### src/inc/adsc_pkg.sv
// Shared constants for the antenna driver segment control block
package adsc_pkg;

	// ----------------------------------------------------------------
	// Widths
	// ----------------------------------------------------------------
	localparam int ADSC_SEG_W  = 8;
	localparam int ADSC_CODE_W = 6;
	localparam int ADSC_ADDR_W = 12;
	localparam int ADSC_DATA_W = 32;

	// ----------------------------------------------------------------
	// Register indices, byte address is four times the index
	// ----------------------------------------------------------------
	localparam logic [7:0] ADSC_IDX_DEPTH_CTRL = 8'h24;
	localparam logic [7:0] ADSC_IDX_DEPTH_RES  = 8'h25;
	localparam logic [7:0] ADSC_IDX_MOD_MASK   = 8'h26;
	localparam logic [7:0] ADSC_IDX_NORM_MASK  = 8'h27;
	localparam logic [7:0] ADSC_IDX_IRQ_STAT   = 8'h30;
	localparam logic [7:0] ADSC_IDX_IRQ_MASK   = 8'h31;

	// ----------------------------------------------------------------
	// Field positions of the depth control register
	// ----------------------------------------------------------------
	localparam int ADSC_SRC_SEL_BIT = 7;
	localparam int ADSC_CODE_MSB    = 6;
	localparam int ADSC_CODE_LSB    = 1;

	// ----------------------------------------------------------------
	// Interrupt status bit positions
	// ----------------------------------------------------------------
	localparam int ADSC_IRQ_CAL_DONE = 0;
	localparam int ADSC_IRQ_CAL_ERR  = 1;
	localparam int ADSC_IRQ_W        = 2;

	// ----------------------------------------------------------------
	// Values after reset and special patterns
	// ----------------------------------------------------------------
	localparam logic [7:0] ADSC_RST_DEPTH_CTRL = 8'h00;
	localparam logic [7:0] ADSC_RST_DEPTH_RES  = 8'h00;
	localparam logic [7:0] ADSC_RST_MOD_MASK   = 8'h00;
	localparam logic [7:0] ADSC_RST_NORM_MASK  = 8'h00;
	localparam logic [1:0] ADSC_RST_IRQ        = 2'h0;
	localparam logic [7:0] ADSC_CAL_FAIL_VALUE = 8'hFF;
	localparam logic [7:0] ADSC_ALL_OFF        = 8'hFF;

	// ----------------------------------------------------------------
	// Segment weights in ohm, bit 7 strongest
	// ----------------------------------------------------------------
	localparam int ADSC_OHM_BIT7 = 2;
	localparam int ADSC_OHM_BIT0 = 256;

	// Byte address of a register index
	function automatic logic [ADSC_ADDR_W-1:0] adsc_byte_addr(input logic [7:0] idx);
		adsc_byte_addr = {2'h0, idx, 2'h0};
	endfunction

endpackage

### src/design/adsc_cal_result.sv
// Calibration result holder for the antenna driver segment control block
`timescale 1ns/1ns
module adsc_cal_result
	import adsc_pkg::*;
#(
	parameter int SEG_W = ADSC_SEG_W
) (
	input  wire logic             clk_i,    // System clock
	input  wire logic             rst_i,    // Synchronous reset, high
	input  wire logic             clr_i,    // Restore defaults pulse
	input  wire logic             done_i,   // Calibration finished pulse
	input  wire logic             pass_i,   // Calibration succeeded
	input  wire logic [SEG_W-1:0] seg_i,    // Calibrated disable pattern
	output logic      [SEG_W-1:0] result_o, // Result register
	output logic                  done_o,   // Done event pulse
	output logic                  err_o     // Error event pulse
);

	// ----------------------------------------------------------------
	// Result register
	// ----------------------------------------------------------------
	logic [SEG_W-1:0] result_ff;
	logic             done_ff;
	logic             err_ff;

	// Failure forces every segment off so a bad result never drives hard
	always_ff @(posedge clk_i) begin
		if (rst_i || clr_i) begin
			result_ff <= SEG_W'(ADSC_RST_DEPTH_RES); // RULE10
		end else if (done_i) begin
			result_ff <= pass_i ? seg_i : SEG_W'(ADSC_CAL_FAIL_VALUE); // RULE4
		end
	end

	// Event pulses, suppressed by a restore in the same cycle
	always_ff @(posedge clk_i) begin
		if (rst_i) begin
			done_ff <= 1'b0;
			err_ff  <= 1'b0;
		end else begin
			done_ff <= done_i && !clr_i;
			err_ff  <= done_i && !pass_i && !clr_i;
		end
	end

	assign result_o = result_ff; // RULE3
	assign done_o   = done_ff;
	assign err_o    = err_ff;

	// ----------------------------------------------------------------
	// Assertions
	// ----------------------------------------------------------------
	property p_fail_all_ones;
		@(posedge clk_i) disable iff (rst_i)
		(done_i && !pass_i && !clr_i) |=> (result_ff == SEG_W'(ADSC_CAL_FAIL_VALUE)) && err_o;
	endproperty
	a_fail_all_ones: assert property (p_fail_all_ones) else $error("fail did not load all ones"); // RULE4

	property p_clear_zero;
		@(posedge clk_i) disable iff (rst_i)
		clr_i |=> (result_ff == '0) && !done_o;
	endproperty
	a_clear_zero: assert property (p_clear_zero) else $error("restore did not clear result"); // RULE10

endmodule

### src/design/adsc_top.sv
// Antenna driver segment control register bank with APB slave
//
// Chosen here: the APB interface to the registers.
`timescale 1ns/1ns

// What this block does
// RULE1: Source select 0 uses calibrated code
// RULE2: Source select 1 uses manual modulated mask
// RULE3: Calibration result shown in read-only register
// RULE4: Failed calibration loads result all ones
// RULE5: Manual mask one disables segment when modulated
// RULE6: Normal mask one disables segment normally
// RULE7: Bit seven strongest, bit zero weakest segment
// RULE8: Normal mask all ones tristates drivers
// RULE9: Control and masks reset to zero
// RULE10: Result register cleared on reset, restore
// RULE11: Output follows modulation state each change
module adsc_top
	import adsc_pkg::*;
#(
	parameter int SEG_W = ADSC_SEG_W
) (
	input  wire logic                   REF_CLK_I,      // 250 MHz clock
	input  wire logic                   RST_I,          // Synchronous reset, high
	input  wire logic                   PSEL_I,         // APB select
	input  wire logic                   PENABLE_I,      // APB access phase
	input  wire logic                   PWRITE_I,       // APB write
	input  wire logic [ADSC_ADDR_W-1:0] PADDR_I,        // APB byte address
	input  wire logic [ADSC_DATA_W-1:0] PWDATA_I,       // APB write data
	input  wire logic [3:0]             PSTRB_I,        // APB byte strobes
	output logic      [ADSC_DATA_W-1:0] PRDATA_O,       // APB read data
	output logic                        PREADY_O,       // APB ready
	output logic                        PSLVERR_O,      // APB error
	input  wire logic                   SET_DEFAULT_I,  // Restore defaults pulse
	input  wire logic                   CAL_DONE_I,     // Calibration done pulse
	input  wire logic                   CAL_PASS_I,     // Calibration passed
	input  wire logic [ADSC_CODE_W-1:0] CAL_CODE_I,     // Calibrated level code
	input  wire logic [SEG_W-1:0]       CAL_SEG_I,      // Calibrated disable pattern
	input  wire logic                   MOD_STATE_I,    // Transmitter modulated
	output logic      [SEG_W-1:0]       SEG_DISABLE_O,  // Segment disable vector
	output logic                        DRV_TRISTATE_O, // All segments off
	output logic                        IRQ_O           // Level interrupt
);

	// ----------------------------------------------------------------
	// Declarations
	// ----------------------------------------------------------------
	logic [7:0]             depth_ctrl_ff;
	logic [SEG_W-1:0]       mod_mask_ff;
	logic [SEG_W-1:0]       norm_mask_ff;
	logic [SEG_W-1:0]       cal_result;
	logic [ADSC_IRQ_W-1:0]  irq_stat_ff;
	logic [ADSC_IRQ_W-1:0]  irq_mask_ff;
	logic [ADSC_IRQ_W-1:0]  rd_stat_ff;
	logic [ADSC_DATA_W-1:0] prdata_ff;
	logic [SEG_W-1:0]       seg_ff;
	logic                   tristate_ff;
	logic [SEG_W-1:0]       nxt_seg;
	logic [7:0]             rd_mux;
	logic                   hit;
	logic                   setup_rd;
	logic                   acc;
	logic                   wr_en;
	logic                   sel_ctrl;
	logic                   sel_res;
	logic                   sel_mod;
	logic                   sel_norm;
	logic                   sel_stat;
	logic                   sel_imsk;
	logic                   cal_done_evt;
	logic                   cal_err_evt;
	logic                   cal_load;
	logic [ADSC_IRQ_W-1:0]  irq_events;
	logic                   src_manual;

	// ----------------------------------------------------------------
	// Calibration result register
	// ----------------------------------------------------------------
	adsc_cal_result #(
		.SEG_W    (SEG_W)
	) u_cal_result (
		.clk_i    (REF_CLK_I),
		.rst_i    (RST_I),
		.clr_i    (SET_DEFAULT_I),
		.done_i   (CAL_DONE_I),
		.pass_i   (CAL_PASS_I),
		.seg_i    (CAL_SEG_I),
		.result_o (cal_result),
		.done_o   (cal_done_evt),
		.err_o    (cal_err_evt)
	);

	// ----------------------------------------------------------------
	// APB address decode
	// ----------------------------------------------------------------
	// Zero wait states; the slave never stalls the master
	assign acc      = PSEL_I && PENABLE_I;
	assign setup_rd = PSEL_I && !PENABLE_I && !PWRITE_I;
	assign wr_en    = acc && PWRITE_I && PSTRB_I[0];

	assign sel_ctrl = (PADDR_I == adsc_byte_addr(ADSC_IDX_DEPTH_CTRL));
	assign sel_res  = (PADDR_I == adsc_byte_addr(ADSC_IDX_DEPTH_RES));
	assign sel_mod  = (PADDR_I == adsc_byte_addr(ADSC_IDX_MOD_MASK));
	assign sel_norm = (PADDR_I == adsc_byte_addr(ADSC_IDX_NORM_MASK));
	assign sel_stat = (PADDR_I == adsc_byte_addr(ADSC_IDX_IRQ_STAT));
	assign sel_imsk = (PADDR_I == adsc_byte_addr(ADSC_IDX_IRQ_MASK));
	assign hit      = sel_ctrl || sel_res || sel_mod || sel_norm || sel_stat || sel_imsk;

	assign PREADY_O  = 1'b1;
	assign PSLVERR_O = acc && !hit;

	// ----------------------------------------------------------------
	// Depth control register
	// ----------------------------------------------------------------
	// A passing calibration owns the code bits over a software write
	assign cal_load = CAL_DONE_I && CAL_PASS_I;

	always_ff @(posedge REF_CLK_I) begin
		if (RST_I || SET_DEFAULT_I) begin
			depth_ctrl_ff <= ADSC_RST_DEPTH_CTRL; // RULE9
		end else begin
			if (wr_en && sel_ctrl) begin
				depth_ctrl_ff[ADSC_SRC_SEL_BIT] <= PWDATA_I[ADSC_SRC_SEL_BIT];
			end
			if (cal_load) begin
				depth_ctrl_ff[ADSC_CODE_MSB:ADSC_CODE_LSB] <= CAL_CODE_I; // RULE1
			end else if (wr_en && sel_ctrl) begin
				depth_ctrl_ff[ADSC_CODE_MSB:ADSC_CODE_LSB] <= PWDATA_I[ADSC_CODE_MSB:ADSC_CODE_LSB];
			end
			depth_ctrl_ff[0] <= 1'b0;
		end
	end

	assign src_manual = depth_ctrl_ff[ADSC_SRC_SEL_BIT]; // RULE2

	// ----------------------------------------------------------------
	// Segment mask registers
	// ----------------------------------------------------------------
	// Manual modulated mask
	always_ff @(posedge REF_CLK_I) begin
		if (RST_I || SET_DEFAULT_I) begin
			mod_mask_ff <= SEG_W'(ADSC_RST_MOD_MASK); // RULE9
		end else if (wr_en && sel_mod) begin
			mod_mask_ff <= PWDATA_I[SEG_W-1:0];
		end
	end

	// Normal level mask
	always_ff @(posedge REF_CLK_I) begin
		if (RST_I || SET_DEFAULT_I) begin
			norm_mask_ff <= SEG_W'(ADSC_RST_NORM_MASK); // RULE9
		end else if (wr_en && sel_norm) begin
			norm_mask_ff <= PWDATA_I[SEG_W-1:0];
		end
	end

	// ----------------------------------------------------------------
	// Interrupt status and mask
	// ----------------------------------------------------------------
	assign irq_events = {cal_err_evt, cal_done_evt};

	// Clear only the bits that were returned, so a new event is never lost
	always_ff @(posedge REF_CLK_I) begin
		if (RST_I) begin
			irq_stat_ff <= ADSC_RST_IRQ;
		end else if (acc && !PWRITE_I && sel_stat) begin
			irq_stat_ff <= (irq_stat_ff & ~rd_stat_ff) | irq_events;
		end else begin
			irq_stat_ff <= irq_stat_ff | irq_events;
		end
	end

	// Interrupt mask, a one enables the source
	always_ff @(posedge REF_CLK_I) begin
		if (RST_I) begin
			irq_mask_ff <= ADSC_RST_IRQ;
		end else if (wr_en && sel_imsk) begin
			irq_mask_ff <= PWDATA_I[ADSC_IRQ_W-1:0];
		end
	end

	assign IRQ_O = |(irq_stat_ff & irq_mask_ff);

	// ----------------------------------------------------------------
	// Read path
	// ----------------------------------------------------------------
	// Read mux, unused upper bits return zero
	always_comb begin
		rd_mux = 8'h00;
		if (sel_ctrl) begin
			rd_mux = depth_ctrl_ff;
		end else if (sel_res) begin
			rd_mux = cal_result; // RULE3
		end else if (sel_mod) begin
			rd_mux = mod_mask_ff;
		end else if (sel_norm) begin
			rd_mux = norm_mask_ff;
		end else if (sel_stat) begin
			rd_mux = {6'h00, irq_stat_ff};
		end else if (sel_imsk) begin
			rd_mux = {6'h00, irq_mask_ff};
		end
	end

	// Captured in setup so the access phase sees flip-flop data
	always_ff @(posedge REF_CLK_I) begin
		if (RST_I) begin
			prdata_ff  <= '0;
			rd_stat_ff <= ADSC_RST_IRQ;
		end else if (setup_rd) begin
			prdata_ff  <= {24'h000000, rd_mux};
			rd_stat_ff <= sel_stat ? irq_stat_ff : ADSC_RST_IRQ;
		end
	end

	assign PRDATA_O = prdata_ff;

	// ----------------------------------------------------------------
	// Segment disable output
	// ----------------------------------------------------------------
	// Bit 7 drives the 2 ohm segment, bit 0 the 256 ohm one; no reordering
	always_comb begin
		nxt_seg = norm_mask_ff; // RULE6
		if (MOD_STATE_I) begin
			if (src_manual) begin
				nxt_seg = mod_mask_ff; // RULE5
			end else begin
				nxt_seg = cal_result; // RULE1
			end
		end
	end

	// One cycle of latency per state change, glitch free at the drivers
	always_ff @(posedge REF_CLK_I) begin
		if (RST_I) begin
			seg_ff      <= SEG_W'(ADSC_RST_NORM_MASK);
			tristate_ff <= 1'b0;
		end else begin
			seg_ff      <= nxt_seg; // RULE11
			tristate_ff <= (nxt_seg == SEG_W'(ADSC_ALL_OFF)); // RULE8
		end
	end

	assign SEG_DISABLE_O  = seg_ff; // RULE7
	assign DRV_TRISTATE_O = tristate_ff;

	// ----------------------------------------------------------------
	// Assertions
	// ----------------------------------------------------------------
	property p_auto_source;
		@(posedge REF_CLK_I) disable iff (RST_I)
		(MOD_STATE_I && !src_manual) |=> (SEG_DISABLE_O == $past(cal_result));
	endproperty
	a_auto_source: assert property (p_auto_source) else $error("auto source not used"); // RULE1

	property p_manual_source;
		@(posedge REF_CLK_I) disable iff (RST_I)
		(MOD_STATE_I && src_manual) |=> (SEG_DISABLE_O == $past(mod_mask_ff));
	endproperty
	a_manual_source: assert property (p_manual_source) else $error("manual mask not used"); // RULE2

	property p_manual_bits;
		@(posedge REF_CLK_I) disable iff (RST_I)
		(MOD_STATE_I && src_manual && mod_mask_ff[SEG_W-1]) |=> SEG_DISABLE_O[SEG_W-1];
	endproperty
	a_manual_bits: assert property (p_manual_bits) else $error("manual strong bit ignored"); // RULE5

	property p_normal_source;
		@(posedge REF_CLK_I) disable iff (RST_I)
		!MOD_STATE_I |=> (SEG_DISABLE_O == $past(norm_mask_ff));
	endproperty
	a_normal_source: assert property (p_normal_source) else $error("normal mask not used"); // RULE6

	property p_tristate;
		@(posedge REF_CLK_I) disable iff (RST_I)
		(!MOD_STATE_I && norm_mask_ff == SEG_W'(ADSC_ALL_OFF)) |=> DRV_TRISTATE_O;
	endproperty
	a_tristate: assert property (p_tristate) else $error("all-off mask not tristate"); // RULE8

	property p_tristate_match;
		@(posedge REF_CLK_I) disable iff (RST_I)
		DRV_TRISTATE_O == (SEG_DISABLE_O == SEG_W'(ADSC_ALL_OFF));
	endproperty
	a_tristate_match: assert property (p_tristate_match) else $error("tristate flag mismatch"); // RULE8

	property p_restore;
		@(posedge REF_CLK_I) disable iff (RST_I)
		SET_DEFAULT_I |=> (depth_ctrl_ff == 8'h00) && (mod_mask_ff == '0) && (norm_mask_ff == '0);
	endproperty
	a_restore: assert property (p_restore) else $error("restore left nonzero"); // RULE9

	property p_code_load;
		@(posedge REF_CLK_I) disable iff (RST_I)
		(cal_load && !SET_DEFAULT_I) |=> (depth_ctrl_ff[ADSC_CODE_MSB:ADSC_CODE_LSB] == $past(CAL_CODE_I));
	endproperty
	a_code_load: assert property (p_code_load) else $error("code not updated"); // RULE1

	property p_result_view;
		@(posedge REF_CLK_I) disable iff (RST_I)
		(setup_rd && sel_res) |=> (PRDATA_O == {24'h000000, $past(cal_result)});
	endproperty
	a_result_view: assert property (p_result_view) else $error("result read wrong"); // RULE3

	property p_state_switch;
		@(posedge REF_CLK_I) disable iff (RST_I)
		($rose(MOD_STATE_I) && src_manual && !$changed(mod_mask_ff)) |=> SEG_DISABLE_O == $past(mod_mask_ff);
	endproperty
	a_state_switch: assert property (p_state_switch) else $error("no switch on modulation"); // RULE11

	property p_irq_level;
		@(posedge REF_CLK_I) disable iff (RST_I)
		cal_err_evt && irq_mask_ff[ADSC_IRQ_CAL_ERR] |=> IRQ_O;
	endproperty
	a_irq_level: assert property (p_irq_level) else $error("error interrupt missing");

	property p_result_readonly;
		@(posedge REF_CLK_I) disable iff (RST_I)
		(wr_en && sel_res && !CAL_DONE_I && !SET_DEFAULT_I) |=> $stable(cal_result);
	endproperty
	a_result_readonly: assert property (p_result_readonly) else $error("result register took a write"); // RULE3

	property p_src_write;
		@(posedge REF_CLK_I) disable iff (RST_I)
		(wr_en && sel_ctrl && !SET_DEFAULT_I) |=> (src_manual == $past(PWDATA_I[ADSC_SRC_SEL_BIT]));
	endproperty
	a_src_write: assert property (p_src_write) else $error("source select not written"); // RULE2

	property p_mod_write;
		@(posedge REF_CLK_I) disable iff (RST_I)
		(wr_en && sel_mod && !SET_DEFAULT_I) |=> (mod_mask_ff == $past(PWDATA_I[SEG_W-1:0]));
	endproperty
	a_mod_write: assert property (p_mod_write) else $error("modulated mask not written"); // RULE5

	property p_norm_write;
		@(posedge REF_CLK_I) disable iff (RST_I)
		(wr_en && sel_norm && !SET_DEFAULT_I) |=> (norm_mask_ff == $past(PWDATA_I[SEG_W-1:0]));
	endproperty
	a_norm_write: assert property (p_norm_write) else $error("normal mask not written"); // RULE6

	property p_tristate_off;
		@(posedge REF_CLK_I) disable iff (RST_I)
		(!MOD_STATE_I && norm_mask_ff != SEG_W'(ADSC_ALL_OFF)) |=> !DRV_TRISTATE_O;
	endproperty
	a_tristate_off: assert property (p_tristate_off) else $error("tristate with a segment on"); // RULE8

endmodule

### config.mk
export PLATFORM = sky130hd
export DESIGN_NAME = adsc_top
export DESIGN_NICKNAME = d
export VERILOG_FILES = /design/src/inc/adsc_pkg.sv /design/src/design/adsc_cal_result.sv /design/src/design/adsc_top.sv
export SDC_FILE = /design/constraint.sdc
export NUM_CORES = 1
export LEC_CHECK = 0
export BUFFER_PORTS_ARGS = -buffer_cell sky130_fd_sc_hd__buf_4
export CAP_MARGIN = 15
export CORE_MARGIN = 10
export CORE_UTILIZATION = 34
export CTS_CLUSTER_DIAMETER = 60
export DETAILED_ROUTE_END_ITERATION = 12
export PLACE_DENSITY = 0.58
export SYNTH_ARGS = -nofsm -noshare
export SYNTH_HDL_FRONTEND = slang
export SYNTH_HIERARCHICAL = 1
export SYNTH_SLANG_ARGS = --single-unit
### constraint.sdc
create_clock -name REF_CLK_I -period 3.65 [get_ports REF_CLK_I]
set_input_delay 0.5475 -clock REF_CLK_I [delete_from_list [all_inputs] [get_ports REF_CLK_I]]
set_output_delay 0.5475 -clock REF_CLK_I [all_outputs]
set_load 0.005 [all_outputs]
Word-level counts from Yosys, hierarchy flattened:

Index checks and enable logic that the tools add are counted.

* register bits: 57
* bits in latches: 0
* RAM bits: 0
* bits in read-only memories: 0
* input bits: 71
* output and inout port bits: 44
* memories kept: 0

* add/subtract/negate cells: 0
* $mul: 0
* divide/modulo/power cells: 0
* order comparisons: 0
* equal/unequal tests: 7
* shift-type cells: 0
* mux-type cells: 13
* bitwise gates (word level): 5
* reductions and logical operators: 29

Operator list (number)
* 12-bit by 8-bit == test with 1-bit output (second input constant): 6
* 8-bit two-way mux: 7
* 1-bit logical AND: 16
* 6-bit two-way mux: 2
* 8-bit == test (second input constant): 1
* 2-bit two-way mux: 4
* 1-bit logical OR: 6
* 1-bit zero test: 5
* 2-bit bitwise AND: 2
* 2-bit bitwise OR: 2
* 2-bit inverter: 1
* 2-bit nonzero test: 1
* 2-bit OR reduction: 1

Logic depth before layout (Yosys ltp):

* depth after elaboration: 8
* gate-level depth with buffers: 7
* depth with buffers taken out: 5

Hierarchy:

Netlist, hierarchy kept.

Modules (own cells, without submodules)
* adsc_top: instances 1, cells each 283, area an instance 2452.4 µm², seq. area each 920.9 µm²
* adsc_cal_result: instances 1, cells each 24, area an instance 347.8 µm², seq. area each 200.2 µm²

Worst setup path before layout:

OpenSTA, ideal clock, no wires.

* path kind: input to output
* start: input port PADDR_I[9]
* end: output port PSLVERR_O
* data arrival time: 1.522 ns
* data required time: 3.102 ns
* path slack: 1.581 ns
* stages on the path: 5
* path buffers: 0
* path through: or4_4 > nor2_2 > o21ai_0 > nor3_1 > nor2_1

* word-level cells in the longest chain between the ends: 8
* elaborated cells between the ends (all ways): 13

Ends and longest elaborated chain
* start, declared: RTL line adsc_top.sv:28 `input wire logic [ADSC_ADDR_W-1:0] PADDR_I,`
* 12-bit by 8-bit == test with 1-bit output, on equally long branches: RTL line adsc_top.sv:101, adsc_top.sv:102
* 1-bit logical OR (4 in series): RTL line adsc_top.sv:107 `assign hit = sel_ctrl || sel_res || sel_mod || sel_norm || sel_stat || sel_imsk;`
* 1-bit logical OR *: RTL line adsc_top.sv:107
* 1-bit zero test *: RTL line adsc_top.sv:110 `assign PSLVERR_O = acc && !hit;`
* 1-bit logical AND *: RTL line adsc_top.sv:110
* end, declared: RTL line adsc_top.sv:33 `output logic PSLVERR_O,`

Mark *: on every way between the ends. The rest lies on a longest branch, timed or not.

Final worst setup path:

Ends and elaborated chain as after synthesis.

==> metrics.yaml <==
port_buffers: 62
start_kind: "primary input"
postCtsSetupBuffers: 0
synth-edff-count: 0
tns_ns: 0
setup.worst_path.start: "PADDR_I[9]"
place.gp.congestion: 0.826
end_kind: "output pin"
antenna_found_initial: 0
area_delta_synth_final_pct: 19.1
dp_hpwl_um: 5890
dpl-instance-area_um2: 3220
dieHeight_um: 111
setup_viol: 0
ys_async_sr_fraction_pct: 0
fin_crit_sh_pct: 66.2
die_w_um: 111
die_area_um2: 12300
ctsRootBufferMaster: "clkbuf_8"
antennaDiodeCount: 0
htreeDepth: 2
grt_start_max_net_pins: 24
r2r_setup_slack_ns: 2.01
cap_violations: 0
dr.pass1.iters: 4
synth_seq_cells: 56
slew_viol_final: 0
ys_seq_area_share_pct: 40.0
ys.flop_type: "dfxtp_1"
synth_area_leader_cell: "dfxtp_1"
syn_area_um2: 2800
first_global_vias: 2307
coreArea_um2: 8130
layout.area.seq_um2: 1120
power_density_nw_per_um2: 354
p_leak_nw: 1.43
maxSlewHeadroom_pct: 54.9
nFillCells: 874
ir_drop_uv: 155
grtUsageTotal_pct: 11.9
fp-row-count: 33
synth.most_common_cell: "dfxtp_1"
synth_common_cells: "dfxtp_1, nand2_1, mux2i_1, nor2_1, buf_4"
drc: 0
wirelength_um: 7410
yosysTopAreaCellShare_pct: 40.0
r2r_start: "depth_ctrl_ff[7]$_SDFFE_PP0P_"
wl_per_cell_um: 15.9
fmax_mhz: 414
cts_buffer_depth: 2
initial_core_util_pct: 34.4
hold_class: "in -> reg"
syn_avg_cell_area_um2: 9.12
cts_hold_buf: 0
status: "finished clean"
path_max_fanout: 2
ant_nets: 0
postSynthCellCount: 307
criticalPathCategory: "in -> out"
final-hold-violation-count: 0
grt_pass1_wl_um: 12100
worstMarginPinSlew_ns: 0.676
endpoint: "PSLVERR_O"
fin_total_pwr_mw: 1.18
drt_iter0_drc: 122
via_count: 2277
required_ns: 3.10
grt_overflow_total: 0
clock_sinks: 56
cts_resized: 0
multi_input_area_um2: 1500
nets: 430
clk_latency_ns: 0.32
yosysUniqueCellTypes: 45
cts_tree: "done"
skew_ns: 0.00918
synth_area_leaders: "dfxtp_1, mux2i_1, buf_4"
finalInstanceArea_um2: 3340
drive_gt1_share_pct: 25.8
yosysWarnings: 6
path_clk_slew_ns: 0.10
worst_r2r_endpoint: "DRV_TRISTATE_O$_SDFF_PP0_"
grt_setup_unrepaired: "false"
pin_count: 115
fin_crit_ns: 2.42
reg2reg_depth: 5
cts_made_buffers: 5
via_per_inst: 4.90
arrival_ns: 1.87
==> layout make-up <==
class	count	share of cell area (%)
Multi-Input combinational cell	234	45.0
Sequential cell	56	33.6
Timing Repair Buffer	62	14.0
Tap cell	105	3.94
Clock buffer	5	2.06
Clock inverter	3	1.39
==> critical path: stages <==
cell and delay (ns):
buf_4 0.12, or4_4 0.55, nor2_2 0.18, o21ai_0 0.13, nor3_1 0.15, nor2_1 0.06
buf_4 0.13
==> how the worst min path moves through the flow <==
stage                              startpoint                             to  cells after the start
3_5_place_dp         PRDATA_O[2]$_SDFFE_PP0P_       PRDATA_O[2]$_SDFFE_PP0P_                      2
4_1_cts                            CAL_PASS_I  u_cal_result/err_o$_SDFF_PP0_                      2
5_1_grt                            CAL_PASS_I  u_cal_result/err_o$_SDFF_PP0_                      2
2_1_floorplan  u_cal_result/done_o$_SDFF_PP0_      irq_stat_ff[0]$_SDFF_PP0_                      2
3_3_place_gp    u_cal_result/err_o$_SDFF_PP0_      irq_stat_ff[1]$_SDFF_PP0_                      2
6_report                           CAL_PASS_I  u_cal_result/err_o$_SDFF_PP0_                      2
==> layout by cell type (no fill, tap or decap), types with 2 or more instances in the layout <==
cell and instances:
mux2_2 5, and3_1 2, nand3_1 9, nor2_4 2, nor4b_4 2, nor4_2 3
nand2_1 34, dfxtp_1 56, nand2b_1 3, conb_1 25, a22o_1 7, nor3_1 2
a21oi_1 24, nor3_2 2, o221a_1 7, a22oi_1 5, mux2i_1 28, nor4_1 2
buf_4 62, clkbuf_8 5, o21ai_0 24, nor2b_1 3, nor2_1 26
==> stage by stage <==
step / utilization, % / instances / hold slack (ns) / setup slack, ns
detailed placement: 39.6 / 457 / 0.431 / 1.25
CTS: 41.0 / 465 / 0.426 / 1.25
global placement: 39.6 / 457 / 0.426 / 1.24
global route: 41.0 / 465 / 0.423 / 1.12
finish: 41.0 / 465 / 0.431 / 1.23
floorplan: - / 330 / 0.413 / 1.58
==> layer usage <==
metal	up-vias	part of all wire (%)	track usage [%]
met4	0	1.1	3.21
met1	1055	42	13.4
met5	-	0	0
li1	1156	-	-
met3	11	6.0	3.95
met2	55	51	20.7
==> state kept, by name, indices dropped and copies added, names as in the netlist <==
name	count
PRDATA_O	8
SEG_DISABLE_O	8
mod_mask_ff	8
norm_mask_ff	8
u_cal_result/result_o	8
depth_ctrl_ff	7
irq_mask_ff	2
irq_stat_ff	2
rd_stat_ff	2
DRV_TRISTATE_O	1
u_cal_result/done_o	1
u_cal_result/err_o	1
==> power breakdown <==
group | internal [mW] | switching (mW)
clock | 0.208 | 0.211
sequential | 0.623 | 0.00731
combinational | 0.0585 | 0.0717
total | 0.890 | 0.290
==> logic make-up after synthesis <==
family | count (synthesis) | share of synthesized area, %
multiplexers | 34 | 12.8
AO/OA/AOI/OAI | 72 | 16.3
buffers and inverters | 40 | 9.38
other | 2 | 0.268
AND/OR/NAND/NOR | 103 | 21.2
flip-flops | 56 | 40.0
No activity file was read; power rests on OpenSTA's default activity.
